**src/phy_ctrl_pkg.sv**
```systemverilog
// Purpose: shared constants for the phy control and reset unit
// Assumes: 40 MHz system clock, 32-bit classic Wishbone register bus
// Notes: offsets are byte addresses, one aligned word per register
package phy_ctrl_pkg;
   localparam int unsigned CLK_MHZ = 40;
   // register byte offsets
   localparam logic [7:0] CHIP_INIT_STATUS_OFS = 8'h00;
   localparam logic [7:0] PHY_CONTROL_OFS = 8'h04;
   localparam logic [7:0] LED_SELECT_OFS = 8'h08;
   localparam logic [7:0] PHY_PORT_MDIO_OFS = 8'h0C;
   localparam logic [7:0] MDIO_RW_COMMAND_OFS = 8'h10;
   // chip_init_status_reg
   localparam int INIT_DONE_BIT = 16;
   localparam int unsigned INIT_CYCLES = 16;
   // phy_control_reg, per-phy fields sit at base 0 (phy0) and 16 (phy1)
   localparam int PHY_FIELD_STRIDE = 16;
   localparam int SOFT_RESET_BIT = 0;
   localparam int POWER_DOWN_BIT = 1;
   localparam int OPMODE_LSB = 2;
   localparam int LOOPBACK_BIT = 5;
   localparam int PHY_ID_LSB = 6;
   localparam int POWER_SAVE_BIT = 13;
   localparam int SAVE_SW_CTRL_BIT = 15;
   localparam int REG_STANDBY_BIT = 31;
   localparam logic [31:0] PHY_CONTROL_RST = 32'h0001_0801;
   // led_select_reg: 4 bits per led, [2:0] indication, [3] phy
   localparam int LED_COUNT = 3;
   localparam logic [31:0] LED_SELECT_RST = 32'h0000_0135;
   // phy_port_mdio_reg
   localparam int MDIO_WDATA_LSB = 0;
   localparam int MDIO_REG_LSB = 16;
   localparam int MDIO_PHY_LSB = 24;
   // mdio_rw_command_reg
   localparam int MDIO_READ_BIT = 0;
   localparam int MDIO_WRITE_BIT = 1;
   localparam int MDIO_BUSY_BIT = 31;
   // basic mode control register, index and bits inside the phy
   localparam logic [4:0] BMCR_INDEX = 5'h00;
   localparam int BMCR_PD_BIT = 11;
   localparam int BMCR_LB_BIT = 14;
   // timing
   localparam int unsigned LV_HOLD_NS = 722000;
   localparam int unsigned LV_HOLD_CYC = LV_HOLD_NS * CLK_MHZ / 1000;
   localparam int unsigned MDC_HALF_CYC = 8;
   // mdio frame engine states, gray along idle-low-high-done
   typedef enum logic [1:0] {
      MD_IDLE = 2'b00,
      MD_LOW = 2'b01,
      MD_HIGH = 2'b11,
      MD_DONE = 2'b10
   } mdio_state_e;
endpackage

```
**src/phy_ctrl_reset_unit.sv**
```systemverilog
// Purpose: chip reset, init flag and control of the two embedded phys
// Assumes: one 40 MHz clock, host on classic Wishbone, phy logic on clk_i
// Notes: pin and comparator inputs pass a two-stage synchroniser
//
// Chosen here: register access over Wishbone and the placing of the registers.
`timescale 1ns/1ps
module phy_ctrl_reset_unit
   import phy_ctrl_pkg::*;
#(
   parameter int unsigned LV_HOLD_CYCLES = LV_HOLD_CYC
) (
   input wire logic clk_i,                 // 40 MHz system clock
   input wire logic rst_i,                 // synchronous reset, high
   input wire logic por_pulse_i,           // internal power-on pulse
   input wire logic ext_reset_n_i,         // reset pin, active low
   output logic sys_reset_o,               // combined system reset
   input wire logic wb_cyc_i,              // wishbone cycle
   input wire logic wb_stb_i,              // wishbone strobe
   input wire logic wb_we_i,               // wishbone write
   input wire logic [7:0] wb_adr_i,        // byte address
   input wire logic [3:0] wb_sel_i,        // byte enables
   input wire logic [31:0] wb_dat_i,       // write data
   output logic [31:0] wb_dat_o,           // read data
   output logic wb_ack_o,                  // acknowledge
   output logic regulator_standby_o,       // regulator low-current mode
   output logic [1:0] phy_reset_n_o,       // per-phy reset, low active
   output logic [1:0] phy_power_down_o,    // per-phy power-down
   output logic [1:0] phy_an_enable_o,     // per-phy negotiation on
   output logic [7:0] phy_advertise_o,     // per phy 100F,100H,10F,10H
   output logic [1:0] phy_force_100_o,     // forced speed is 100
   output logic [1:0] phy_force_full_o,    // forced full duplex
   output logic [1:0] phy_loopback_o,      // loopback active
   output logic [1:0] phy_power_save_o,    // power saving active
   output logic [1:0] phy_idle_pulse_o,    // send idle pulses
   input wire logic [1:0] phy_level_above_i, // rx level comparator
   output logic [1:0] signal_detect_o,     // signal detect to mii
   input wire logic [11:0] phy_indication_i, // six indications per phy
   output logic [2:0] led_o,               // led pins
   input wire logic [7:0] core_txd_i,      // mii tx data from core
   input wire logic [1:0] core_tx_en_i,    // mii tx enable from core
   output logic [7:0] phy_txd_o,           // tx data to pcs
   output logic [1:0] phy_tx_en_o,         // tx enable to pcs
   input wire logic [7:0] phy_rxd_i,       // decoded rx data from pcs
   input wire logic [1:0] phy_rx_dv_i,     // rx valid from pcs
   input wire logic [1:0] phy_rx_jk_i,     // pcs saw J/K delimiter
   output logic [7:0] core_rxd_o,          // mii rx data to core
   output logic [1:0] core_rx_dv_o,        // mii rx valid to core
   output logic mdc_o,                     // management clock
   output logic mdio_o,                    // management data out
   output logic mdio_oe_o,                 // management data enable
   input wire logic mdio_i                 // management data in
);
   // external reset pin synchroniser, cleared only by rst_i
   logic ext_meta_reg;
   logic ext_sync_reg;
   always_ff @(posedge clk_i) begin
      if (rst_i) begin
         ext_meta_reg <= 1'b1;
         ext_sync_reg <= 1'b1;
      end else begin
         ext_meta_reg <= ext_reset_n_i;
         ext_sync_reg <= ext_meta_reg;
      end
   end

   // all three sources are equal; a low pin resets like power-on
   wire sys_rst = rst_i || por_pulse_i || !ext_sync_reg;
   assign sys_reset_o = sys_rst;

   // init sequencer: flag reads zero until the count expires
   logic [4:0] init_cnt_reg;
   logic init_done_reg;
   always_ff @(posedge clk_i) begin
      if (sys_rst) begin
         init_cnt_reg <= 5'd0;
         init_done_reg <= 1'b0;
      end else if (!init_done_reg) begin
         init_cnt_reg <= init_cnt_reg + 5'd1;
         init_done_reg <= (init_cnt_reg == 5'(INIT_CYCLES - 1));
      end
   end

   // host registers
   logic [31:0] ctl_reg;
   logic [31:0] led_sel_reg;
   logic [31:0] port_mdio_reg;

   // bus decode; unmapped addresses ack with zero data and no effect
   wire req = wb_cyc_i && wb_stb_i && !wb_ack_o;
   wire wr_req = req && wb_we_i;
   wire sel_init = (wb_adr_i == CHIP_INIT_STATUS_OFS);
   wire sel_ctl = (wb_adr_i == PHY_CONTROL_OFS);
   wire sel_led = (wb_adr_i == LED_SELECT_OFS);
   wire sel_port = (wb_adr_i == PHY_PORT_MDIO_OFS);
   wire sel_cmd = (wb_adr_i == MDIO_RW_COMMAND_OFS);

   function automatic logic [31:0] merge(input logic [31:0] old_v, input logic [31:0] new_v,
                                         input logic [3:0] sel);
      logic [31:0] res;
      res = old_v;
      for (int b = 0; b < 4; b++) begin
         if (sel[b]) begin
            res[b*8 +: 8] = new_v[b*8 +: 8];
         end
      end
      return res;
   endfunction

   // management command decode; commands while busy are dropped
   logic md_busy;
   logic [15:0] md_rdata;
   wire [31:0] cmd_w = merge(32'h0000_0000, wb_dat_i, wb_sel_i);
   wire md_write_cmd = wr_req && sel_cmd && cmd_w[MDIO_WRITE_BIT];
   wire md_read_cmd = wr_req && sel_cmd && cmd_w[MDIO_READ_BIT];
   wire md_start = (md_write_cmd || md_read_cmd) && !md_busy;
   wire [4:0] md_phy = port_mdio_reg[MDIO_PHY_LSB +: 5];
   wire [4:0] md_reg = port_mdio_reg[MDIO_REG_LSB +: 5];
   wire [15:0] md_wdata = port_mdio_reg[MDIO_WDATA_LSB +: 16];

   // read mux
   wire [31:0] init_rd = {15'h0000, init_done_reg, 16'h0000};
   wire [31:0] cmd_rd = {md_busy, 15'h0000, md_rdata};
   wire [31:0] rd_mux = sel_init ? init_rd :
                        sel_ctl ? ctl_reg :
                        sel_led ? led_sel_reg :
                        sel_port ? port_mdio_reg :
                        sel_cmd ? cmd_rd : 32'h0000_0000;

   // one wait state: ack in the cycle after the request, then drop
   always_ff @(posedge clk_i) begin
      if (sys_rst) begin
         wb_ack_o <= 1'b0;
         wb_dat_o <= 32'h0000_0000;
      end else begin
         wb_ack_o <= req;
         wb_dat_o <= (req && !wb_we_i) ? rd_mux : 32'h0000_0000;
      end
   end

   // register writes; the init status register has no writable bits
   always_ff @(posedge clk_i) begin
      if (sys_rst) begin
         ctl_reg <= PHY_CONTROL_RST;
         led_sel_reg <= LED_SELECT_RST;
         port_mdio_reg <= 32'h0000_0000;
      end else if (wr_req) begin
         if (sel_ctl) begin
            ctl_reg <= merge(ctl_reg, wb_dat_i, wb_sel_i);
         end
         if (sel_led) begin
            led_sel_reg <= merge(led_sel_reg, wb_dat_i, wb_sel_i);
         end
         if (sel_port && !md_busy) begin
            port_mdio_reg <= merge(port_mdio_reg, wb_dat_i, wb_sel_i);
         end
      end
   end

   assign regulator_standby_o = ctl_reg[REG_STANDBY_BIT];
   wire save_sw = ctl_reg[SAVE_SW_CTRL_BIT];

   // standard serial management frames reach every phy register
   mdio_frame_engine u_mdio (
      .clk_i(clk_i),
      .rst_i(sys_rst),
      .start_i(md_start),
      .write_i(md_write_cmd),
      .phy_i(md_phy),
      .reg_i(md_reg),
      .wdata_i(md_wdata),
      .busy_o(md_busy),
      .rdata_o(md_rdata),
      .mdc_o(mdc_o),
      .mdio_o(mdio_o),
      .mdio_oe_o(mdio_oe_o),
      .mdio_i(mdio_i)
   );

   // comparator synchronisers
   logic [1:0] lvl_meta_reg;
   logic [1:0] lvl_sync_reg;
   always_ff @(posedge clk_i) begin
      lvl_meta_reg <= phy_level_above_i;
      lvl_sync_reg <= lvl_meta_reg;
   end

   // per-phy control, datapath and status
   genvar p;
   generate
      for (p = 0; p < 2; p++) begin : g_phy
         localparam int B = p * PHY_FIELD_STRIDE;
         wire [2:0] opmode = ctl_reg[B+OPMODE_LSB +: 3];
         wire [4:0] phy_id = ctl_reg[B+PHY_ID_LSB +: 5];
         wire forced = opmode[2];
         logic bmcr_pd_reg;
         logic bmcr_lb_reg;
         logic jk_seen_reg;

         // track power-down and loopback bits written through management
         wire bmcr_hit = md_start && md_write_cmd && md_reg == BMCR_INDEX && md_phy == phy_id;
         always_ff @(posedge clk_i) begin
            if (sys_rst) begin
               bmcr_pd_reg <= 1'b0;
               bmcr_lb_reg <= 1'b0;
            end else if (bmcr_hit) begin
               bmcr_pd_reg <= md_wdata[BMCR_PD_BIT];
               bmcr_lb_reg <= md_wdata[BMCR_LB_BIT];
            end
         end

         // soft reset bit is low-true; system reset also holds it
         assign phy_reset_n_o[p] = ctl_reg[B+SOFT_RESET_BIT] && !sys_rst;
         assign phy_power_down_o[p] = ctl_reg[B+POWER_DOWN_BIT] || bmcr_pd_reg;

         // opmode decode: top bit forces, 011 turns negotiation off, else negotiation with an ability set
         assign phy_an_enable_o[p] = !forced && opmode[1:0] != 2'b11;
         assign phy_advertise_o[p*4 +: 4] = forced ? 4'h0 :
                                          (opmode[1:0] == 2'b00) ? 4'hF :
                                          (opmode[1:0] == 2'b01) ? 4'hC :
                                          (opmode[1:0] == 2'b10) ? 4'h3 : 4'h0;
         assign phy_force_100_o[p] = forced && !opmode[1];
         assign phy_force_full_o[p] = forced && !opmode[0];
         wire mode100 = !(forced && opmode[1]);

         signal_detect_hold #(
            .HOLD_CYCLES(16'(LV_HOLD_CYCLES))
         ) u_lv (
            .clk_i(clk_i),
            .rst_i(sys_rst),
            .level_i(lvl_sync_reg[p]),
            .mode100_i(mode100),
            .detect_o(signal_detect_o[p])
         );

         // auto mode saves power whenever no cable signal is seen
         assign phy_power_save_o[p] = save_sw ? ctl_reg[B+POWER_SAVE_BIT] :
                                      !signal_detect_o[p];
         assign phy_idle_pulse_o[p] = phy_power_save_o[p];

         // loopback keeps the line quiet and returns core tx to core rx
         wire lb = ctl_reg[B+LOOPBACK_BIT] || bmcr_lb_reg;
         assign phy_loopback_o[p] = lb;
         assign phy_txd_o[p*4 +: 4] = core_txd_i[p*4 +: 4];
         assign phy_tx_en_o[p] = core_tx_en_i[p] && !lb;

         // pcs data opens to the core only once J/K was seen this frame
         always_ff @(posedge clk_i) begin
            if (sys_rst) begin
               jk_seen_reg <= 1'b0;
            end else begin
               jk_seen_reg <= phy_rx_dv_i[p] && (jk_seen_reg || phy_rx_jk_i[p]);
            end
         end
         wire rx_ok = phy_rx_dv_i[p] && (jk_seen_reg || phy_rx_jk_i[p]);

         always_ff @(posedge clk_i) begin
            if (sys_rst) begin
               core_rxd_o[p*4 +: 4] <= 4'h0;
               core_rx_dv_o[p] <= 1'b0;
            end else begin
               core_rxd_o[p*4 +: 4] <= lb ? core_txd_i[p*4 +: 4] :
                                     rx_ok ? phy_rxd_i[p*4 +: 4] : 4'h0;
               core_rx_dv_o[p] <= lb ? core_tx_en_i[p] : rx_ok;
            end
         end
      end
   endgenerate

   // led routing: any indication of either phy onto each pin
   genvar l;
   generate
      for (l = 0; l < LED_COUNT; l++) begin : g_led
         wire [2:0] src = led_sel_reg[l*4 +: 3];
         wire [5:0] ind = led_sel_reg[l*4+3] ? phy_indication_i[11:6] : phy_indication_i[5:0];
         wire on = (src < 3'd6) && ind[src];
         always_ff @(posedge clk_i) begin
            if (sys_rst) begin
               led_o[l] <= 1'b0;
            end else begin
               led_o[l] <= on;
            end
         end
      end
   endgenerate
endmodule

```
**src/signal_detect_hold.sv**
```systemverilog
// Purpose: stretches the received-level comparator into signal detect
// Assumes: level_i already synchronised
// Notes: hold only applies in 100BASE-TX operation
`timescale 1ns/1ps
module signal_detect_hold #(
   parameter logic [15:0] HOLD_CYCLES = 16'd1000
) (
   input wire logic clk_i,    // system clock
   input wire logic rst_i,    // synchronous reset
   input wire logic level_i,  // level above threshold
   input wire logic mode100_i, // phy runs 100BASE-TX
   output logic detect_o      // signal detect towards mii
);
   logic [15:0] cnt_reg;
   wire hold_end = (cnt_reg == HOLD_CYCLES - 16'd1);

   // rise at once; in 100BASE-TX fall only after a full hold time of low level, else fall at once
   always_ff @(posedge clk_i) begin
      if (rst_i) begin
         detect_o <= 1'b0;
         cnt_reg <= 16'h0000;
      end else if (level_i) begin
         detect_o <= 1'b1;
         cnt_reg <= 16'h0000;
      end else if (!mode100_i) begin
         detect_o <= 1'b0;
      end else if (detect_o) begin
         detect_o <= !hold_end;
         cnt_reg <= hold_end ? 16'h0000 : cnt_reg + 16'd1;
      end
   end
endmodule

```
**src/mdio_frame_engine.sv**
```systemverilog
// Purpose: clause 22 management frame generator for indirect phy access
// Assumes: mdio_i comes from a pin and is synchronised here
// Notes: data changes with mdc low, read bits sampled at mdc rise
`timescale 1ns/1ps
module mdio_frame_engine
   import phy_ctrl_pkg::*;
(
   input wire logic clk_i,         // system clock
   input wire logic rst_i,         // synchronous reset
   input wire logic start_i,       // one-cycle start request
   input wire logic write_i,       // 1 write, 0 read
   input wire logic [4:0] phy_i,   // phy address
   input wire logic [4:0] reg_i,   // register address
   input wire logic [15:0] wdata_i, // write data
   output logic busy_o,            // frame in progress
   output logic [15:0] rdata_o,    // captured read data
   output logic mdc_o,             // management clock
   output logic mdio_o,            // data out
   output logic mdio_oe_o,         // high while driving
   input wire logic mdio_i         // data in from pin
);
   mdio_state_e state_reg;
   logic [63:0] shift_reg;
   logic [5:0] bit_reg;
   logic [3:0] div_reg;
   logic wr_reg;
   logic in_meta_reg;
   logic in_sync_reg;

   wire half_end = (div_reg == 4'(MDC_HALF_CYC - 1));
   wire in_data = (bit_reg >= 6'd48);

   // pin synchroniser, first stage feeds the second only
   always_ff @(posedge clk_i) begin
      in_meta_reg <= mdio_i;
      in_sync_reg <= in_meta_reg;
   end

   assign busy_o = (state_reg != MD_IDLE);
   assign mdc_o = (state_reg == MD_HIGH);
   assign mdio_o = shift_reg[63];
   // a read frees the line from turnaround on
   assign mdio_oe_o = (state_reg == MD_LOW || state_reg == MD_HIGH) &&
                      (wr_reg || bit_reg < 6'd46);

   // preamble, start, op, addresses, turnaround, data
   always_ff @(posedge clk_i) begin
      if (rst_i) begin
         state_reg <= MD_IDLE;
         shift_reg <= 64'h0000_0000_0000_0000;
         bit_reg <= 6'd0;
         div_reg <= 4'h0;
         wr_reg <= 1'b0;
         rdata_o <= 16'h0000;
      end else begin
         div_reg <= (half_end || state_reg == MD_IDLE) ? 4'h0 : div_reg + 4'h1;
         case (state_reg)
            MD_IDLE: begin
               if (start_i) begin
                  wr_reg <= write_i;
                  shift_reg <= {32'hFFFF_FFFF, 2'b01, !write_i, write_i, phy_i, reg_i,
                                2'b10, write_i ? wdata_i : 16'hFFFF};
                  bit_reg <= 6'd0;
                  state_reg <= MD_LOW;
               end
            end
            MD_LOW: begin
               if (half_end) begin
                  state_reg <= MD_HIGH;
                  if (!wr_reg && in_data) begin
                     rdata_o <= {rdata_o[14:0], in_sync_reg};
                  end
               end
            end
            MD_HIGH: begin
               if (half_end) begin
                  shift_reg <= {shift_reg[62:0], 1'b1};
                  bit_reg <= bit_reg + 6'd1;
                  state_reg <= (bit_reg == 6'd63) ? MD_DONE : MD_LOW;
               end
            end
            MD_DONE: state_reg <= MD_IDLE;
            default: state_reg <= MD_IDLE;
         endcase
      end
   end
endmodule

```
**config.mk**
```make
export PLATFORM = sky130hd
export DESIGN_NAME = phy_ctrl_reset_unit
export DESIGN_NICKNAME = d
export VERILOG_FILES = /design/src/phy_ctrl_pkg.sv /design/src/phy_ctrl_reset_unit.sv /design/src/signal_detect_hold.sv /design/src/mdio_frame_engine.sv
export SDC_FILE = /design/constraint.sdc
export NUM_CORES = 1
export LEC_CHECK = 0
export BUFFER_PORTS_ARGS = -buffer_cell sky130_fd_sc_hd__clkbuf_2
export CELL_PAD_IN_SITES_DETAIL_PLACEMENT = 1
export CELL_PAD_IN_SITES_GLOBAL_PLACEMENT = 2
export CORE_ASPECT_RATIO = 0.6
export CORE_MARGIN = 5
export CORE_UTILIZATION = 29
export CTS_CLUSTER_DIAMETER = 150
export CTS_CLUSTER_SIZE = 14
export DETAILED_ROUTE_END_ITERATION = 8
export GPL_TIMING_DRIVEN = 1
export MAX_ROUTING_LAYER = met4
export PLACE_DENSITY_LB_ADDON = 0.1
export RECOVER_POWER = 100
export SLEW_MARGIN = 20
export SYNTH_ARGS = -nofsm -noshare
export SYNTH_HDL_FRONTEND = slang
export SYNTH_SLANG_ARGS = --single-unit
```
**constraint.sdc**
```tcl
create_clock -name clk_i -period 5.2 [get_ports clk_i]
set_input_delay 0.78 -clock clk_i [delete_from_list [all_inputs] [get_ports clk_i]]
set_output_delay 0.78 -clock clk_i [all_outputs]
set_load 0.03 [all_outputs]
```
==> impl_metrics.env, run 1 <==
export IMPL_port_buffers=174
export IMPL_synth_simple_gate_area_frac=0.225
export IMPL_hold_viol_final=0
export IMPL_synthXorXnorAreaFrac=0.0266
export IMPL_rows=58
export IMPL_cp_max_fo=9
export IMPL_cts_tree="done"
export IMPL_grt_pass1_vias=10800
export IMPL_grt_usage=0.183
export IMPL_cts_buffers=24
export IMPL_power_density_nw_per_um2=298
export IMPL_post_route_min_period_ns=3.99
export IMPL_route_detailed_drc=0
export IMPL_core_um2=41700
export IMPL_power_frac_seq=0.538
export IMPL_ys_ff_latch=289
export IMPL_p_int_mw=3.13
export IMPL_post_route_period_util=0.766
export IMPL_num_antenna_cells=0
export IMPL_synth_adder_area_share=0.00615
export IMPL_yosys_area_top_type="dfxtp_1"
export IMPL_relSlewSlack=-0.0749
export IMPL_ant_nets=0
export IMPL_start_kind="input pin"
export IMPL_fin_skew_ns=0.0133
export IMPL_status="finished with violations"
export IMPL_r2r_cells=5
export IMPL_holdBufCountCts=0
export IMPL_num_nets_final=1613
export IMPL_io_pins=175
export IMPL_yosysSeqAreaShare=0.474
export IMPL_synthesis_area_um2=12200
export IMPL_synth_compound_area_share=0.151
export IMPL_synth_top_area_share=0.474
export IMPL_stdcell_area_um2=13900
export IMPL_synth_async_reset_ratio=0
export IMPL_ys_flop_type="dfxtp_1"
export IMPL_via_per_inst=5.06
export IMPL_crit_path_top_delay_cell="nor3b_1"
export IMPL_grt_pass1_wl_mm=65.5
export IMPL_endpoint_kind="primary output"
export IMPL_clockRootBuffer="clkbuf_16"
export IMPL_final_core_util=0.332
export IMPL_swShare=0.243
export IMPL_cts_resized=0
export IMPL_syn_area_per_cell_um2=8.65
export IMPL_clk_path_buf_depth=3
export IMPL_synth_area_top_cells="dfxtp_1, nor2_1, nand2_1"
export IMPL_grt_max_degree=88
export IMPL_arrival_ns=3.21
export IMPL_place_hpwl_mm=30.0
export IMPL_largest_reg_flops=64
export IMPL_routed_wl_mm=42.4
export IMPL_critPathBufInv=3
export IMPL_synthCells=1411
export IMPL_grt_setup_unrepaired="no"
export IMPL_cts_sinks=289
export IMPL_max_freq_mhz=251
export IMPL_drv_cap=2
export IMPL_drt_initial_drc_count=539
export IMPL_worst_hold_path_num_cells=0
export IMPL_yosysWarningCount=0
export IMPL_final_cell_mix="dfxtp_1, nor2_1, nand2_1"
export IMPL_insertion_delay_ns=0.55
export IMPL_power_frac_comb=0.053
export IMPL_syn2layout_area_growth_pct=13.7
export IMPL_cp_required_ns=4.42
export IMPL_die_y_um=169
export IMPL_power_leakage_nw=4.84
export IMPL_cp_depth=5
export IMPL_drt_pre_antenna_iters=5
export IMPL_overflow=0
export IMPL_htree_levels=1
export IMPL_min_path_type="reg -> reg"
export IMPL_crit_path_max_incr_delay_ns=1.22
export IMPL_switching_power_mw=1.00
export IMPL_final_common_cell="dfxtp_1"
export IMPL_failed_checks="capacitance limit, slew limit"
export IMPL_synth_edf_count=0
export IMPL_antenna_found_initial=0
export IMPL_gp_congestion=0.789
export IMPL_critPathTopFamily="simple AND/OR/NAND/NOR gates"
export IMPL_vias=10600
export IMPL_setup_violations_final=0
export IMPL_fillers=4995
export IMPL_path_class="in -> out"
export IMPL_pwr_share_clk=0.409
export IMPL_die_w_um=275
export IMPL_synth_top_family_by_area="simple AND/OR/NAND/NOR gates"
export IMPL_drt_wirelength_per_cell_um=20.3
export IMPL_fin_tns_setup_ns=0
export IMPL_cp_cell_sequence="clkbuf_1 -> nor3b_1 -> clkbuf_1 -> and2_0 -> clkbuf_2"
export IMPL_irDropWorstVdd_v=0.000170
export IMPL_report_final_slew_viol_count=36
export IMPL_synth_area_mux_share=0.0683
export IMPL_worst_path_most_repeated_cell="clkbuf_1"
export IMPL_syn_nets=1505
export IMPL_worst_slew_pin_slew_ns=1.61
export IMPL_dieArea_um2=46400
export IMPL_yosysUniqueCellTypes=69
export IMPL_path_clk_slew_ns=0.06
export IMPL_start_util=0.292
export IMPL_drive_gt1_frac=0.111
export IMPL_post_cts_buffers=0
export IMPL_whs_ns=0.328
export IMPL_postPlaceCellArea_um2=13400
[cells in the mapped netlist (all sizes together) (2+ instances only)]
| library cell | instances |
|---|---|
| nand3b | 3 |
| ha | 6 |
| inv | 18 |
| a21boi | 2 |
| nor4 | 9 |
| o211a | 10 |
| o211ai | 4 |
| or3 | 4 |
| a211oi | 10 |
| nor4b | 4 |
| mux4 | 10 |
| and3 | 9 |
| xnor2 | 8 |
| nor2b | 9 |
| xor2 | 29 |
| nor2 | 177 |
| a31oi | 8 |
| o21a | 2 |
| and2 | 3 |
| a311oi | 7 |
| or4 | 3 |
| buf | 51 |
| nand2 | 167 |
| or2 | 12 |
| o221ai | 15 |
| nand4 | 25 |
| nor3b | 4 |
| dfxtp | 289 |
| mux2i | 45 |
| clkbuf | 59 |
| a21oi | 111 |
| or3b | 2 |
| mux2 | 14 |
| a21o | 4 |
| nor3 | 80 |
| o22ai | 10 |
| nand2b | 2 |
| a22oi | 32 |
| nand3 | 52 |
| and4 | 2 |
| nand4b | 5 |
| o21ai | 86 |
[power groups by stage]
stage	Sequential (mW)	Combinational, mW	Clock, mW
floorplan	2.28	0.118	0
global placement	2.28	0.225	0
detailed placement	2.28	0.227	0
CTS	2.22	0.228	1.76
global route	2.22	0.236	1.85
finish	2.22	0.218	1.69
[final timing paths]
check | startpoint | to | slack [ns]
max | rst_i | phy_reset_n_o[0] | 1.21
min | lvl_meta_reg[0] | lvl_sync_reg[0] | 0.33
max reg2reg | ext_sync_reg | ctl_reg[25] | 1.76
min reg2reg | lvl_meta_reg[0] | lvl_sync_reg[0] | 0.33
[cell families after synthesis]
kind of cell | Yosys count
buffers and inverters | 128
and+or+nand+nor | 576
muxes | 69
xor gates and xnor gates | 37
adders and majority gates | 6
DFF | 289
AOI/OAI and AO/OA | 306
[area by class of cell]
cell class,count,area (µm²),share of cell area
timing repair buffer,192,888,0.0640
multi-input combinational,994,5780,0.417
sequential,289,5790,0.417
clock inverter,1,7.51,0.000541
tap,570,713,0.0514
inverter,18,72.6,0.00523
clock buffer,25,626,0.0451
[metal layers]
layer,part of all wire,GRT usage
met1,0.53,0.277
met2,0.42,0.264
met5,0,-
met4,0.016,0.0299
met3,0.034,0.0261
[worst register-to-register path, stage by stage (launching register included)]
cell and delay (ns):
dfxtp_1 0.32, nor3b_1 1.21, inv_6 0.54, buf_12 0.58
clkbuf_1 0.46, a21oi_1 0.25
[metrics by stage]
| step | instances | power (mW) | setup WS [ns] |
|---|---|---|---|
| 4_1_cts | 2089 | 4.21 | 2.22 |
| 6_report | 2089 | 4.13 | 1.21 |
| 2_1_floorplan | 1411 | 2.40 | 2.68 |
| 5_1_grt | 2089 | 4.31 | 1.15 |
| 3_5_place_dp | 2063 | 2.50 | 1.77 |
| 3_3_place_gp | 2063 | 2.50 | 1.88 |
(Power assumes the default switching activity.)
==> run 2: changes to the inputs <==
clock period = 3.8 ns   (was 5.2 ns; I/O delays follow)
==> run 2 against run 1 <==
  * Die area unchanged
  * Critical path depth increased by 3
  * Critical endpoint is now wb_dat_o[12]
  * Highest routed layer unchanged
  * The flow still finishes with violations (capacitance limit, slew limit)
  * Global-route usage about the same
  * Combinational power increased by 40%
  * Register-to-register slack got worse by 0.85 ns
  * Design area increased by 0.75%
  * Largest cell class is now multi-input gates
==> impl_metrics.env, run 2 (same netlist as run 1, synthesis figures left out) <==
export IMPL_cts_tree="done"
export IMPL_grt_usage=0.183
export IMPL_report_final_slew_viol_count=46
export IMPL_post_cts_buffers=0
export IMPL_rows=58
export IMPL_antenna_found_initial=0
export IMPL_die_w_um=275
export IMPL_cp_required_ns=4.22
export IMPL_endpoint_kind="register"
export IMPL_drive_gt1_frac=0.116
export IMPL_setup_violations_final=0
export IMPL_drt_initial_drc_count=538
export IMPL_fin_tns_setup_ns=0
export IMPL_cts_buffers=24
export IMPL_overflow=0
export IMPL_max_freq_mhz=333
export IMPL_io_pins=175
export IMPL_failed_checks="capacitance limit, slew limit"
export IMPL_largest_reg_flops=64
export IMPL_via_per_inst=4.99
export IMPL_num_nets_final=1625
export IMPL_ant_nets=0
export IMPL_post_route_min_period_ns=3.00
export IMPL_cts_sinks=289
export IMPL_insertion_delay_ns=0.56
export IMPL_port_buffers=174
export IMPL_switching_power_mw=1.38
export IMPL_swShare=0.244
export IMPL_fillers=4955
export IMPL_holdCritStartpoint="mdio_i"
export IMPL_worst_hold_path_num_cells=1
export IMPL_worst_slew_pin_slew_ns=2.08
export IMPL_rr_endpoint="u_mdio.shift_reg[12]"
export IMPL_place_hpwl_mm=30.4
export IMPL_r2r_cells=6
export IMPL_power_leakage_nw=4.91
export IMPL_cts_resized=0
export IMPL_power_frac_seq=0.537
export IMPL_drv_cap=1
export IMPL_grt_setup_unrepaired="no"
export IMPL_drt_wirelength_per_cell_um=20.1
export IMPL_die_y_um=169
export IMPL_hold_viol_final=0
export IMPL_core_um2=41700
export IMPL_stdcell_area_um2=14000
export IMPL_power_density_nw_per_um2=405
export IMPL_r2r_start="wb_ack_o"
export IMPL_fin_skew_ns=0.0283
export IMPL_status="finished with violations"
export IMPL_r2r_slack_ns=0.91
export IMPL_grt_pass1_wl_mm=65.9
export IMPL_final_common_cell="dfxtp_1"
export IMPL_power_frac_comb=0.054
export IMPL_start_util=0.292
export IMPL_postPlaceCellArea_um2=13500
export IMPL_p_int_mw=4.28
export IMPL_totalPowerFinal_mw=5.67
export IMPL_drt_pre_antenna_iters=4
export IMPL_pwr_share_clk=0.409
export IMPL_min_path_type="in -> reg"
export IMPL_dieArea_um2=46400
export IMPL_path_clk_slew_ns=0.07
export IMPL_path_class="in -> reg"
export IMPL_post_route_period_util=0.790
export IMPL_relSlewSlack=-0.386
export IMPL_num_antenna_cells=0
export IMPL_routed_wl_mm=42.2
export IMPL_clockRootBuffer="clkbuf_16"
export IMPL_hold_end="u_mdio.in_meta_reg"
export IMPL_arrival_ns=3.43
export IMPL_holdBufCountCts=0
export IMPL_route_detailed_drc=0
export IMPL_grt_max_degree=62
export IMPL_start_kind="input pin"
export IMPL_cp_max_fo=25
export IMPL_setup_ws_ns=0.797
export IMPL_gp_congestion=0.833
export IMPL_vias=10500
export IMPL_clk_path_buf_depth=3
export IMPL_syn2layout_area_growth_pct=14.5
export IMPL_final_cell_mix="dfxtp_1, nor2_1, nand2_1"
export IMPL_irDropWorstVdd_v=0.000230
export IMPL_post_place_ws_ns=0.812
export IMPL_grt_pass1_vias=10900
export IMPL_htree_levels=1
export IMPL_whs_ns=0.117
[run 2: cell type report]
class | count | area, µm² | share of cell area
clock inverter | 1 | 7.51 | 0.000537
timing repair buffer | 204 | 958 | 0.0686
tap | 570 | 713 | 0.0510
clock buffer | 25 | 626 | 0.0448
sequential | 289 | 5790 | 0.414
multi-input combinational | 994 | 5810 | 0.416
inverter | 18 | 72.6 | 0.00519
[run 2: per-stage QoR]
stage          instances  utilization
6_report            2101        0.335
5_1_grt             2101        0.335
4_1_cts             2101        0.339
3_5_place_dp        2075        0.324
3_3_place_gp        2075        0.324
2_1_floorplan       1411            -
[run 2: how the worst max path moves through the flow]
stage,startpoint,slack [ns],depth (start not counted),endpoint
global placement,wb_adr_i[2],0.88,7,u_mdio.shift_reg[0]
global route,wb_adr_i[3],0.55,8,wb_dat_o[12]
floorplan,por_pulse_i,1.70,3,phy_reset_n_o[0]
CTS,ext_sync_reg,1.15,4,phy_reset_n_o[1]
detailed placement,wb_adr_i[1],0.81,7,u_mdio.shift_reg[0]
finish,wb_adr_i[3],0.80,8,wb_dat_o[12]
[run 2: per-layer routing]
layer  routed length, µm  track usage  vias up
met5                   0            -        -
met4                 480       0.0240        0
met3                1360       0.0242       29
met2               17900        0.269      132
met1               22500        0.277     5130
li1                    -            -     5185
[run 2: critical path: stages]
cell,delay [ns]
clkbuf_2,0.23
clkbuf_1,0.58
nor2b_1,0.35
clkbuf_1,0.95
nand2_1,0.13
a21oi_1,0.17
a21oi_1,0.05
a311oi_1,0.38
[run 2: power by group through the flow]
stage / Combinational, mW / Clock (mW) / Sequential, mW
3_3_place_gp: 0.318 / 0 / 3.11
5_1_grt: 0.335 / 2.52 / 3.04
3_5_place_dp: 0.318 / 0 / 3.11
4_1_cts: 0.319 / 2.41 / 3.04
6_report: 0.306 / 2.32 / 3.04
2_1_floorplan: 0.161 / 0 / 3.12
